File: config.mk
export PLATFORM = sky130hd
export DESIGN_NAME = cpt_scheduler
export DESIGN_NICKNAME = d
export VERILOG_FILES = /design/src/rtl/cpt_pkg.sv /design/src/rtl/cpt_scheduler.sv
export SDC_FILE = /design/constraint.sdc
export NUM_CORES = 1
export LEC_CHECK = 0
export BUFFER_PORTS_ARGS = -buffer_cell sky130_fd_sc_hd__clkbuf_2
export CAP_MARGIN = 20
export CORE_UTILIZATION = 58
export CTS_BUF_LIST = sky130_fd_sc_hd__clkbuf_4
export CTS_CLUSTER_SIZE = 8
export DETAILED_ROUTE_END_ITERATION = 7
export PLACE_DENSITY = 0.79
export SYNTH_ARGS = -nofsm -noshare
export SYNTH_HDL_FRONTEND = slang
export SYNTH_HIERARCHICAL = 1
export SYNTH_SLANG_ARGS = --single-unit
File: constraint.sdc
create_clock -name clk -period 7.7 [get_ports clk]
set_input_delay 0.385 -clock clk [delete_from_list [all_inputs] [get_ports clk]]
set_output_delay 0.385 -clock clk [all_outputs]
set_load 0.05 [all_outputs]
File: src/rtl/cpt_pkg.sv
// Shared constants and types of the process data transmit scheduler
package cpt_pkg;

  // ---------------------------------------------------------------------
  // Sizes
  // ---------------------------------------------------------------------
  localparam int NUM_PDO = 4;
  localparam int FIFO_DEPTH = 4;
  localparam logic [6:0] MAX_MAP_BITS = 7'h40;

  // ---------------------------------------------------------------------
  // Transmission type codes
  // ---------------------------------------------------------------------
  localparam logic [7:0] TT_ACYCLIC = 8'h00;
  localparam logic [7:0] SYNC_RATE_MIN = 8'h01;
  localparam logic [7:0] SYNC_RATE_MAX = 8'hf0;
  localparam logic [7:0] TT_EVT_MFR = 8'hfe;
  localparam logic [7:0] TT_EVT_PROFILE = 8'hff;

  // ---------------------------------------------------------------------
  // Inhibit time, in 0.1 ms units
  // ---------------------------------------------------------------------
  localparam logic [15:0] INHIB_MIN = 16'h0014;
  localparam logic [15:0] INHIB_MAX = 16'h4e20;
  localparam logic [15:0] INHIB_RESET = 16'h0014;
  localparam int INHIB_UNIT_NS = 100000;
  localparam int CLK_PERIOD_NS = 50;
  localparam int TICK_CYCLES = (INHIB_UNIT_NS + CLK_PERIOD_NS - 1) /
                               CLK_PERIOD_NS;

  // ---------------------------------------------------------------------
  // Register map
  // ---------------------------------------------------------------------
  localparam logic [7:0] ADDR_CTRL = 8'h00;
  localparam logic [7:0] ADDR_STATUS = 8'h04;
  localparam logic [7:0] ADDR_CFG_BASE = 8'h10;
  localparam logic [7:0] ADDR_INHIB_BASE = 8'h20;
  localparam int CTRL_RATE_LSB = 0;
  localparam int CTRL_EN_BIT = 3;
  localparam int CFG_TYPE_LSB = 0;
  localparam int CFG_MAP_LSB = 8;
  localparam int STAT_FULL_BIT = 8;
  localparam logic [7:0] CFG_TYPE_RESET = 8'hff;
  localparam logic [6:0] CFG_MAP_RESET = 7'h40;

  // ---------------------------------------------------------------------
  // Enumerations
  // ---------------------------------------------------------------------
  typedef enum logic [2:0] {
    RATE_1000K = 3'h0,
    RATE_800K = 3'h1,
    RATE_500K = 3'h2,
    RATE_250K = 3'h3,
    RATE_125K = 3'h4,
    RATE_50K = 3'h5,
    RATE_20K = 3'h6,
    RATE_10K = 3'h7
  } cpt_rate_t;

  typedef enum logic [1:0] {
    MODE_ACYC = 2'b00,
    MODE_CYC = 2'b01,
    MODE_EVENT = 2'b10,
    MODE_OFF = 2'b11
  } cpt_mode_t;

  // ---------------------------------------------------------------------
  // Carriers
  // ---------------------------------------------------------------------
  typedef struct packed {
    logic [7:0] pdoIdx;
    logic [3:0] byteLen;
  } cpt_tx_t;

  typedef struct packed {
    logic [7:0] txType;
    logic [6:0] mapBits;
    logic [15:0] inhibit;
  } cpt_cfg_t;

  typedef struct packed {
    logic [7:0] syncCnt;
    logic [15:0] inhibLeft;
    logic pend;
    logic armed;
    logic due;
  } cpt_pdo_t;

endpackage

File: src/rtl/cpt_scheduler.sv
// Transmit FIFO and process data transmit scheduler with APB registers
//
// Register access over APB and the placing of the registers were chosen for this implementation.
`timescale 1ns/1ns

module cpt_fifo #(
  parameter int WIDTH = 12,
  parameter int DEPTH = 4
) (
  input wire logic clk,
  input wire logic reset,
  input wire logic inValid,
  output logic inReady,
  input wire logic [WIDTH-1:0] inData,
  output logic outValid,
  input wire logic outReady,
  output logic [WIDTH-1:0] outData
);
  localparam int AW = (DEPTH > 1) ? $clog2(DEPTH) : 1;
  localparam int CW = $clog2(DEPTH + 1);

  generate
    if (DEPTH < 2 || (DEPTH & (DEPTH - 1)) != 0) begin : g_chk
      $error("FIFO depth must be a power of two, at least two");
    end
  endgenerate

  typedef struct packed {
    logic [DEPTH-1:0][WIDTH-1:0] mem;
    logic [AW-1:0] wptr;
    logic [AW-1:0] rptr;
    logic [CW-1:0] count;
  } cpt_fifo_st_t;

  cpt_fifo_st_t st_ff;
  cpt_fifo_st_t nxt_st;
  logic push;
  logic pop;

  assign inReady = (st_ff.count != CW'(DEPTH));
  assign outValid = (st_ff.count != '0);
  assign outData = st_ff.mem[st_ff.rptr];

  always_comb begin
    nxt_st = st_ff;
    push = inValid && inReady;
    pop = outValid && outReady;
    if (push) begin
      nxt_st.mem[st_ff.wptr] = inData;
      nxt_st.wptr = st_ff.wptr + 1'b1;
    end
    if (pop) begin
      nxt_st.rptr = st_ff.rptr + 1'b1;
    end
    if (push && !pop) begin
      nxt_st.count = st_ff.count + 1'b1;
    end else if (pop && !push) begin
      nxt_st.count = st_ff.count - 1'b1;
    end
  end

  always_ff @(posedge clk or posedge reset) begin
    if (reset) begin
      st_ff <= '0;
    end else begin
      st_ff <= nxt_st;
    end
  end
endmodule

module cpt_scheduler #(
  parameter int NUM = cpt_pkg::NUM_PDO,
  parameter int DEPTH = cpt_pkg::FIFO_DEPTH
) (
  input wire logic clk,
  input wire logic reset,
  input wire logic psel,
  input wire logic penable,
  input wire logic pwrite,
  input wire logic [7:0] paddr,
  input wire logic [31:0] pwdata,
  output logic [31:0] prdata,
  output logic pready,
  output logic pslverr,
  input wire logic syncPulse,
  input wire logic [NUM-1:0] dataEvent,
  output logic txValid,
  input wire logic txReady,
  output cpt_pkg::cpt_tx_t txEntry,
  output cpt_pkg::cpt_rate_t bitRate
);
  import cpt_pkg::*;

  generate
    if (NUM < 1 || NUM > 4) begin : g_chk
      $error("Between one and four objects are supported");
    end
  endgenerate

  // ---------------------------------------------------------------------
  // State
  // ---------------------------------------------------------------------
  typedef struct packed {
    cpt_cfg_t [NUM-1:0] cfg;
    cpt_pdo_t [NUM-1:0] pdo;
    logic [11:0] tickCnt;
    cpt_rate_t rate;
    logic enable;
    logic [31:0] rdata;
  } cpt_state_t;

  cpt_state_t st_ff;
  cpt_state_t nxt_st;
  logic fifoReady;
  logic pushValid;
  cpt_tx_t pushData;
  logic tick;
  logic found;
  logic [1:0] sel;
  logic [1:0] idx;
  logic idxOk;
  logic isCfg;
  logic isInhib;
  logic mapped;
  logic wrBad;
  logic access;
  cpt_mode_t mode;
  cpt_pdo_t p;

  function automatic cpt_mode_t modeOf(input logic [7:0] t);
    if (t == TT_ACYCLIC) begin
      modeOf = MODE_ACYC;
    end else if (t >= SYNC_RATE_MIN && t <= SYNC_RATE_MAX) begin
      modeOf = MODE_CYC;
    end else if (t == TT_EVT_MFR || t == TT_EVT_PROFILE) begin
      modeOf = MODE_EVENT;
    end else begin
      modeOf = MODE_OFF;
    end
  endfunction

  assign access = psel && penable;
  assign pready = 1'b1;
  assign prdata = st_ff.rdata;
  assign bitRate = st_ff.rate;
  assign pslverr = access && (!mapped || (pwrite && wrBad));

  // ---------------------------------------------------------------------
  // Address decode and write check
  // ---------------------------------------------------------------------
  always_comb begin
    idx = paddr[3:2];
    idxOk = (32'(idx) < NUM) && (paddr[1:0] == 2'b00);
    isCfg = idxOk && (paddr[7:4] == ADDR_CFG_BASE[7:4]);
    isInhib = idxOk && (paddr[7:4] == ADDR_INHIB_BASE[7:4]);
    mapped = isCfg || isInhib || paddr == ADDR_CTRL || paddr == ADDR_STATUS;
    wrBad = 1'b0;
    if (isCfg) begin
      // Reserved type codes and maps over 64 bits are refused
      wrBad = (modeOf(pwdata[CFG_TYPE_LSB +: 8]) == MODE_OFF) ||
              (pwdata[CFG_MAP_LSB +: 7] > MAX_MAP_BITS);
    end else if (isInhib) begin
      wrBad = (pwdata[15:0] < INHIB_MIN) ||
              (pwdata[15:0] > INHIB_MAX);
    end else if (paddr == ADDR_STATUS) begin
      wrBad = 1'b1;
    end
  end

  // ---------------------------------------------------------------------
  // Next state
  // ---------------------------------------------------------------------
  always_comb begin
    nxt_st = st_ff;
    pushValid = 1'b0;
    pushData = '0;
    found = 1'b0;
    sel = '0;
    mode = MODE_OFF;
    p = '0;

    // 0.1 ms time base for the inhibit counters
    tick = (st_ff.tickCnt == 12'(TICK_CYCLES - 1));
    nxt_st.tickCnt = tick ? '0 : st_ff.tickCnt + 1'b1;

    // Read data is captured in the setup phase
    if (psel && !penable) begin
      nxt_st.rdata = '0;
      if (paddr == ADDR_CTRL) begin
        nxt_st.rdata[CTRL_RATE_LSB +: 3] = st_ff.rate;
        nxt_st.rdata[CTRL_EN_BIT] = st_ff.enable;
      end else if (paddr == ADDR_STATUS) begin
        for (int i = 0; i < NUM; i++) begin
          nxt_st.rdata[i] = st_ff.pdo[i].pend || st_ff.pdo[i].armed ||
                            st_ff.pdo[i].due;
        end
        nxt_st.rdata[STAT_FULL_BIT] = !fifoReady;
      end else if (isCfg) begin
        nxt_st.rdata[CFG_TYPE_LSB +: 8] = st_ff.cfg[idx].txType;
        nxt_st.rdata[CFG_MAP_LSB +: 7] = st_ff.cfg[idx].mapBits;
      end else if (isInhib) begin
        nxt_st.rdata[15:0] = st_ff.cfg[idx].inhibit;
      end
    end

    // Lowest index that is due wins the FIFO slot
    for (int i = NUM - 1; i >= 0; i--) begin
      if (st_ff.pdo[i].due) begin
        found = 1'b1;
        sel = 2'(i);
      end
    end
    if (found && st_ff.enable) begin
      pushValid = 1'b1;
      pushData.pdoIdx = 8'(sel);
      pushData.byteLen = 4'((st_ff.cfg[sel].mapBits + 7'h07) >> 3);
    end

    for (int i = 0; i < NUM; i++) begin
      mode = modeOf(st_ff.cfg[i].txType);
      p = st_ff.pdo[i];
      if (tick && p.inhibLeft != '0) begin
        p.inhibLeft = p.inhibLeft - 1'b1;
      end
      // A taken send clears first, so a new event below still lands
      if (pushValid && fifoReady && sel == 2'(i)) begin
        p.due = 1'b0;
        p.pend = 1'b0;
        // Inhibit only guards event types
        p.inhibLeft = (mode == MODE_EVENT) ?
                      st_ff.cfg[i].inhibit : '0;
      end
      if (st_ff.enable) begin
        case (mode)
          MODE_ACYC: begin
            if (syncPulse && p.armed) begin
              p.due = 1'b1;
              p.armed = 1'b0;
            end
            if (dataEvent[i]) begin
              p.armed = 1'b1;
            end
          end
          MODE_CYC: begin
            if (syncPulse) begin
              if (p.syncCnt + 8'h01 >= st_ff.cfg[i].txType) begin
                p.due = 1'b1;
                p.syncCnt = '0;
              end else begin
                p.syncCnt = p.syncCnt + 8'h01;
              end
            end
          end
          MODE_EVENT: begin
            // Codes 254 and 255 both fire on the data event input
            if (dataEvent[i]) begin
              p.pend = 1'b1;
            end
            // No event timer: only data events cause sends
            p.due = p.pend && (p.inhibLeft == '0);
          end
          default: begin
            p = '0;
          end
        endcase
      end
      nxt_st.pdo[i] = p;
    end

    // Register writes take effect in the access phase
    if (access && pwrite && mapped && !wrBad) begin
      if (paddr == ADDR_CTRL) begin
        nxt_st.rate = cpt_rate_t'(pwdata[CTRL_RATE_LSB +: 3]);
        nxt_st.enable = pwdata[CTRL_EN_BIT];
      end else if (isCfg) begin
        nxt_st.cfg[idx].txType = pwdata[CFG_TYPE_LSB +: 8];
        nxt_st.cfg[idx].mapBits = pwdata[CFG_MAP_LSB +: 7];
        nxt_st.pdo[idx] = '0;
      end else if (isInhib) begin
        nxt_st.cfg[idx].inhibit = pwdata[15:0];
      end
    end
  end

  always_ff @(posedge clk or posedge reset) begin
    if (reset) begin
      st_ff <= '0;
      for (int i = 0; i < NUM; i++) begin
        st_ff.cfg[i].txType <= CFG_TYPE_RESET;
        st_ff.cfg[i].mapBits <= CFG_MAP_RESET;
        st_ff.cfg[i].inhibit <= INHIB_RESET;
      end
    end else begin
      st_ff <= nxt_st;
    end
  end

  // ---------------------------------------------------------------------
  // Transmit queue toward the CAN controller
  // ---------------------------------------------------------------------
  cpt_fifo #(
    .WIDTH($bits(cpt_tx_t)),
    .DEPTH(DEPTH)
  ) u_fifo (
    .clk(clk),
    .reset(reset),
    .inValid(pushValid),
    .inReady(fifoReady),
    .inData(pushData),
    .outValid(txValid),
    .outReady(txReady),
    .outData(txEntry)
  );
endmodule

==> impl_metrics.ini, run 1 <==
[clocking]
cts_resized = 0
cts_max_level = 3
clockRootBuffer = clkbuf_4
path_clk_slew_ns = 0.07
cts.path.max_buffers = 3
clk_latency_ns = 0.76
cts_made_buffers = 88
tritoncts = done
clock-sinks = 319

[timing]
setup_viol = 0
rsz0062_at_grt = false
hold_slack_ns = 0.06503
finalHoldViolations = 0
finalCriticalPeriod_ns = 3.793
fin_skew_ns = 0.07619
max_freq_ghz = 0.2636
worst_pin_slew_ns = 1.052
final_max_slew_viol_count = 0
fin_crit_sh_pct = 49.26
slew_headroom_pct = 29.31
setup-tns-final_ns = 0

[synth]
synth.cell_area_mm2 = 0.01848
netlist_instances = 1832
synth_edf_count = 0
synth.ff_latch_count = 319
synthDistinctLibCells = 85
synthArstFlopShare_pct = 100.0
synthTopCellsByArea = dfrtp_1 (37%), dfstp_2 (6.3%), mux2_2 (5.2%), mux4_2 (5.2%), ha_1 (3.9%)
synth_top_area_share_pct = 37.24
yosys.area.top_type = dfrtp_1
synth-seq-area-share_pct = 43.50
synth_warnings = 6
syn_area_per_cell_um2 = 10.09
synth_ff_type = dfrtp_1

[setup_path]
crit_type = reg2reg
start_kind = flip-flop
cpPeakStageDelay_ns = 0.81
crit_buf_inv = 0
slowest_stage = nand3_1
cp.arrival_ns = 4.43
critPathTopFamily = simple AND/OR/NAND/NOR gates
endpoint_kind = flip-flop
path_max_fanout = 20
crit_required_ns = 8.33
worstPathCellList = nor3b_1, nand3_1, a21oi_1, a31o_1, o211ai_1, nor4_1, nand4_1, a221oi_1

[run]
maxCapViolCount = 0

[floorplanning]
dieArea_mm2 = 0.03258
rows = 64
die_h_um = 180.5
core-area_mm2 = 0.03099
fp.dieW_um = 180.5
initial_core_util_pct = 59.63
ios = 101

[power_and_ir_drop]
p_comb_share_pct = 33.6
max-vdd-ir-drop_uv = 351.6
switching_share_pct = 37.99
p_switching_w = 0.002075
clkPwrFrac_pct = 27.4
internal_power_w = 0.003387
leakagePower_nw = 9.596
p_per_area_mw_per_mm2 = 271.7
seq_power_share_pct = 39.1
finalPower_w = 0.005462

[route]
wl_per_cell_um = 21.03
via_per_inst = 6.434
ant_nets = 0
drt_first_pass_iters = 8
drc = 0
vias = 15300
dr.first_iter.drc_count = 1583
routed_wirelength_um = 50020

[global_route]
gr-total-overflow = 0
antenna_found_initial = 1
grtUsageTotal_pct = 31.23
grt_pass1_wl_um = 80590
grt_max_degree = 112
grt_pass1_vias = 15190

[finish]
most-common-layout-cells = dfrtp_1 (275), nand2_1 (148), nor2_1 (146), clkbuf_4 (129), o21ai_0 (87)
fin_nets = 2026
drive_above_1_share_pct = 21.86
design_area_mm2 = 0.02010
flow.area_growth_from_synthesis_pct = 8.782
final_common_cell = dfrtp_1

[place]
place.gp.congestion = 0.9062
hpwl_um = 34990
placed_area_mm2 = 0.01891
portBuffers = 67

[min_path]
hold_path_class = in2reg

[status]
status = finished clean
## synthesized netlist by cell type (37+ instances only)
| cell type | count |
|---|---|
| dfrtp_1 | 275 |
| nand2_1 | 148 |
| inv_1 | 65 |
| xor2_1 | 37 |
| nor2_1 | 148 |
| nor3_1 | 37 |
| buf_4 | 37 |
| xnor2_1 | 45 |
| a21oi_1 | 77 |
| mux4_2 | 43 |
| mux2_2 | 86 |
| mux2_1 | 47 |
| ha_1 | 58 |
| clkbuf_1 | 78 |
| nand3_1 | 65 |
| dfstp_2 | 44 |
| o21ai_0 | 87 |
## worst min-delay path: stages
cell and delay, ns:
clkbuf_2 0.21, nand2_1 0.10, nand2_1 0.05
## sequential cells by signal (all words and copies together), names as in the netlist
signal        flops
st_ff           245
prdata           16
u_fifo/st_ff     55
bitRate           3
## per-stage QoR
step | utilization (%) | cells | setup slack (ns)
after floorplan | - | 1871 | 0.1193
after global placement | 60.96 | 2210 | 4.078
after detailed placement | 61.03 | 2212 | 4.019
after CTS | 64.70 | 2373 | 4.126
after global routing | 64.87 | 2378 | 3.864
final | 64.87 | 2378 | 3.907
## layer usage
| layer | GRT usage (%) | routed length [µm] |
|---|---|---|
| met2 | 48.39 | 22840 |
| met4 | 17.09 | 2606 |
| met3 | 6.912 | 4740 |
| met1 | 41.01 | 19830 |
| met5 | 0 | 0 |
## path summary, 6_finish.rpt
path	startpoint	end	slack, ns	cells after the start
max	st_ff[75]	st_ff[102]	3.91	8
min	pwdata[13]	st_ff[208]	0.07	3
max reg2reg	st_ff[75]	st_ff[102]	3.91	8
min reg2reg	st_ff[36]	st_ff[36]	0.47	1
max in group asynchronous	reset	st_ff[65]	5.81	4
min in group asynchronous	reset	st_ff[149]	0.39	3
## kinds of logic (layout without fill, tap and decap cells)
| kind of cell | Yosys count | after routing | synth area share, % |
|---|---|---|---|
| AND/OR/NAND/NOR | 619 | 619 | 16.97 |
| AO/OA/AOI/OAI | 363 | 363 | 12.68 |
| flip-flops | 319 | 319 | 43.50 |
| buffers and inverters | 206 | 316 | 5.220 |
| multiplexers | 182 | 182 | 13.67 |
| XOR/XNOR | 82 | 82 | 3.887 |
| adder cells (fa/ha/maj) | 59 | 59 | 4.036 |
| other | 2 | 42 | 0.04064 |
## power groups by stage
stage	logic, W	clock network [W]	registers, W
global route	0.00199	0.00161	0.00217
finish	0.00183	0.00149	0.00213
global placement	0.00173	0	0.00214
floorplan	0.00147	0	0.00206
detailed placement	0.00179	0	0.00216
CTS	0.00180	0.00152	0.00213
## timing repair
action	in CTS	in global routing
hold endpoints to repair	151	0
setup buffers	0	0
hold buffers	6	0
## area by class of cell
class | instances | area, µm²
fillers | 2440 | 10890
repair buffers | 95 | 588.1
well taps | 396 | 495.5
inverters | 66 | 255.2
diodes | 1 | 2.502
flip-flops and latches | 319 | 8038
clock inverters | 26 | 107.6
multi-input cells | 1346 | 9647
clock buffers | 129 | 968.4
Note: power is estimated with default switching activity, not from simulation.
==> run 2, diff against run 1 <==
- ABC_AREA: not set -> 1
- CORE_UTILIZATION: 58 -> 65
- PLACE_DENSITY: 0.79 -> 0.84
- clock period: 7.7 -> 3.54 ns (I/O delays scaled with it)
==> impl_metrics.ini, run 2 <==
[clocking]
tritoncts = done
postCtsSetupBuffers = 0
clk_latency_ns = 0.81
cts_resized = 0
clockRootBuffer = clkbuf_4
cts.path.max_buffers = 3
path_clk_slew_ns = 0.08
cts_made_buffers = 86
cts_max_level = 3
clock-sinks = 319

[global_route]
grtUsageTotal_pct = 38.85
gr-total-overflow = 0
grt_pass1_wl_um = 96930
antenna_found_initial = 2
grt_max_degree = 88
grt_pass1_vias = 19270

[place]
portBuffers = 67
pre_cts_slack_ns = 0.4191
dp.cells = 3323
hpwl_um = 43120
place.gp.congestion = 0.9950
placed_area_mm2 = 0.02086

[synth]
synth.cell_area_mm2 = 0.02037
synth_top_area_share_pct = 33.78
synth_ff_type = dfrtp_1
ys_top_cells_by_count = nand2_1 (954), inv_1 (311), nor2_1 (300)
synth.ff_latch_count = 319
synthArstFlopShare_pct = 100.0
synth-seq-area-share_pct = 39.45
synth_edf_count = 0
synth_warnings = 6
syn_area_per_cell_um2 = 6.960
netlist_instances = 2927
synthTopCellsByArea = dfrtp_1 (34%), nand2_1 (18%), inv_1 (5.7%), dfstp_2 (5.7%), nor2_1 (5.5%)
synthDistinctLibCells = 50
synth_most_common_cell = nand2_1
yosys.area.top_type = dfrtp_1

[power_and_ir_drop]
seq_power_share_pct = 43.1
internal_power_w = 0.005850
p_switching_w = 0.002913
leakagePower_nw = 11.77
max-vdd-ir-drop_uv = 283.8
p_per_area_mw_per_mm2 = 393.0
switching_share_pct = 33.24
clkPwrFrac_pct = 39.3
p_comb_share_pct = 17.6

[route]
drt_first_pass_iters = 8
routed_wirelength_um = 61360
wl_per_cell_um = 17.46
drc = 14
ant_nets = 0
via_per_inst = 5.924
vias = 20820
dr.first_iter.drc_count = 2508

[floorplanning]
core-area_mm2 = 0.03075
dieArea_mm2 = 0.03205
die_h_um = 179.0
fp.dieW_um = 179.0
rows = 64
ios = 101
initial_core_util_pct = 66.25

[setup_path]
endpoint_kind = flip-flop
worstSetupStartpoint = st_ff[248]
r2r-start = st_ff[248]
critPathCapture = st_ff[102]
path_max_fanout = 4
start_kind = flip-flop
rrSetupSlack_ns = 0.20
r2r_cells = 15
crit_required_ns = 4.28
crit_type = reg2reg
cp.arrival_ns = 4.07
reg2reg_to = st_ff[102]

[finish]
fin_cells = 3515
drive_above_1_share_pct = 10.74
flow.area_growth_from_synthesis_pct = 9.464
most-common-layout-cells = nand2_1 (954), inv_1 (309), nor2_1 (299), dfrtp_1 (275), o21ai_0 (149)
design_area_mm2 = 0.02230
largest_register_ff_count = 245
max_flop_register = st_ff
final_common_cell = nand2_1
fin_nets = 3155
fillers = 2521

[timing]
fin_crit_sh_pct = 94.22
fin_skew_ns = 0.06756
rsz0062_at_grt = false
final_max_slew_viol_count = 0
worst_pin_slew_ns = 0.8906
max_freq_ghz = 0.2998
slew_headroom_pct = 40.56
finalHoldViolations = 0
setup_viol = 0
timing.final.ws_setup_ns = 0.2047
hold_slack_ns = 0.07058
finalCriticalPeriod_ns = 3.335
setup-tns-final_ns = 0

[run]
maxCapViolCount = 0

[min_path]
hold_path_class = in2async

[status]
status = complete, but fails checks
violations = DRC
## run 2: cell count changes after synthesis, moves of 39 or more
cell	before	now
o21ai_0	87	149
inv_1	65	311
o21ai_1	26	140
o22ai_1	1	80
mux2_2	86	0
xnor2_1	45	5
mux4_2	43	0
mux2_1	47	0
clkbuf_1	78	39
nor2_1	148	300
nand3_1	65	118
nand2_1	148	954
nand4_1	25	82
## run 2: power groups by stage
stage / sequential [W] / combinational, W / clock (W)
finish: 0.00378 / 0.00154 / 0.00344
global route: 0.00378 / 0.00168 / 0.00365
CTS: 0.00378 / 0.00152 / 0.00347
detailed placement: 0.00384 / 0.00149 / 0
global placement: 0.00384 / 0.00146 / 0
floorplan: 0.00381 / 0.00122 / 0
## run 2: cell type report
class                           instances  area [µm²]  area share (%)
Multi-Input combinational cell       2169       10380           46.55
Sequential cell                       319        8038           36.04
Inverter                              327        1231           5.521
Timing Repair Buffer                  142        1011           4.533
Clock buffer                          123       923.4           4.141
Tap cell                              396       495.5           2.222
Clock inverter                         38       219.0          0.9819
Antenna cell                            1       2.502         0.01122
## run 2: what timing repair did
action	4_1_cts	5_1_grt
hold endpoints to repair	225	0
hold buffers	30	0
endpoints found under the setup margin	0	0
## run 2: metrics by stage
stage	utilization (%)	total power [W]
2_1_floorplan	-	0.005028
6_report	72.52	0.008763
5_1_grt	72.52	0.009108
4_1_cts	72.51	0.008768
3_3_place_gp	67.76	0.005297
3_5_place_dp	67.82	0.005331
## run 2: layer usage
metal | wire length (µm) | GRT usage [%] | vias to the layer above
met1 | 24260 | 50.58 | 9666
li1 | - | - | 9759
met5 | 0 | 0 | -
met3 | 6105 | 7.867 | 252
met2 | 28050 | 61.39 | 1145
met4 | 2940 | 19.70 | 0
## run 2: logic make-up after synthesis
family	after synthesis	synth area share (%)
flip-flops	319	39.45
XOR/XNOR	35	1.505
AND/OR/NAND/NOR	1525	31.06
AO/OA/AOI/OAI	509	13.95
buffers and inverters	478	10.32
other	2	0.03686
adder cells (fa/ha/maj)	59	3.661
## run 2: critical path: stages (launching register included)
cell	delay [ns]
dfstp_2	0.56
inv_1	0.07
nor4_1	0.47
a41oi_1	0.27
inv_1	0.11
ha_1	0.18
inv_1	0.14
a21oi_1	0.54
nand3_1	0.14
nor2_1	0.13
nand2_1	0.06
nor2_1	0.08
nand2_1	0.20
nand3_1	0.13
nand2_1	0.05
a21oi_1	0.15
## run 2: how the worst min path moves through the flow
stage                 start          endpoint  slack (ns)  cells after the start
floorplan           txReady   u_fifo/st_ff[4]        0.32                      2
global placement      reset        st_ff[177]        0.33                      2
detailed placement    reset  u_fifo/st_ff[19]        0.19                      2
CTS                  pwrite         st_ff[48]        0.01                      5
global route         pwrite         st_ff[48]        0.06                      5
finish                reset         prdata[8]        0.07                      3
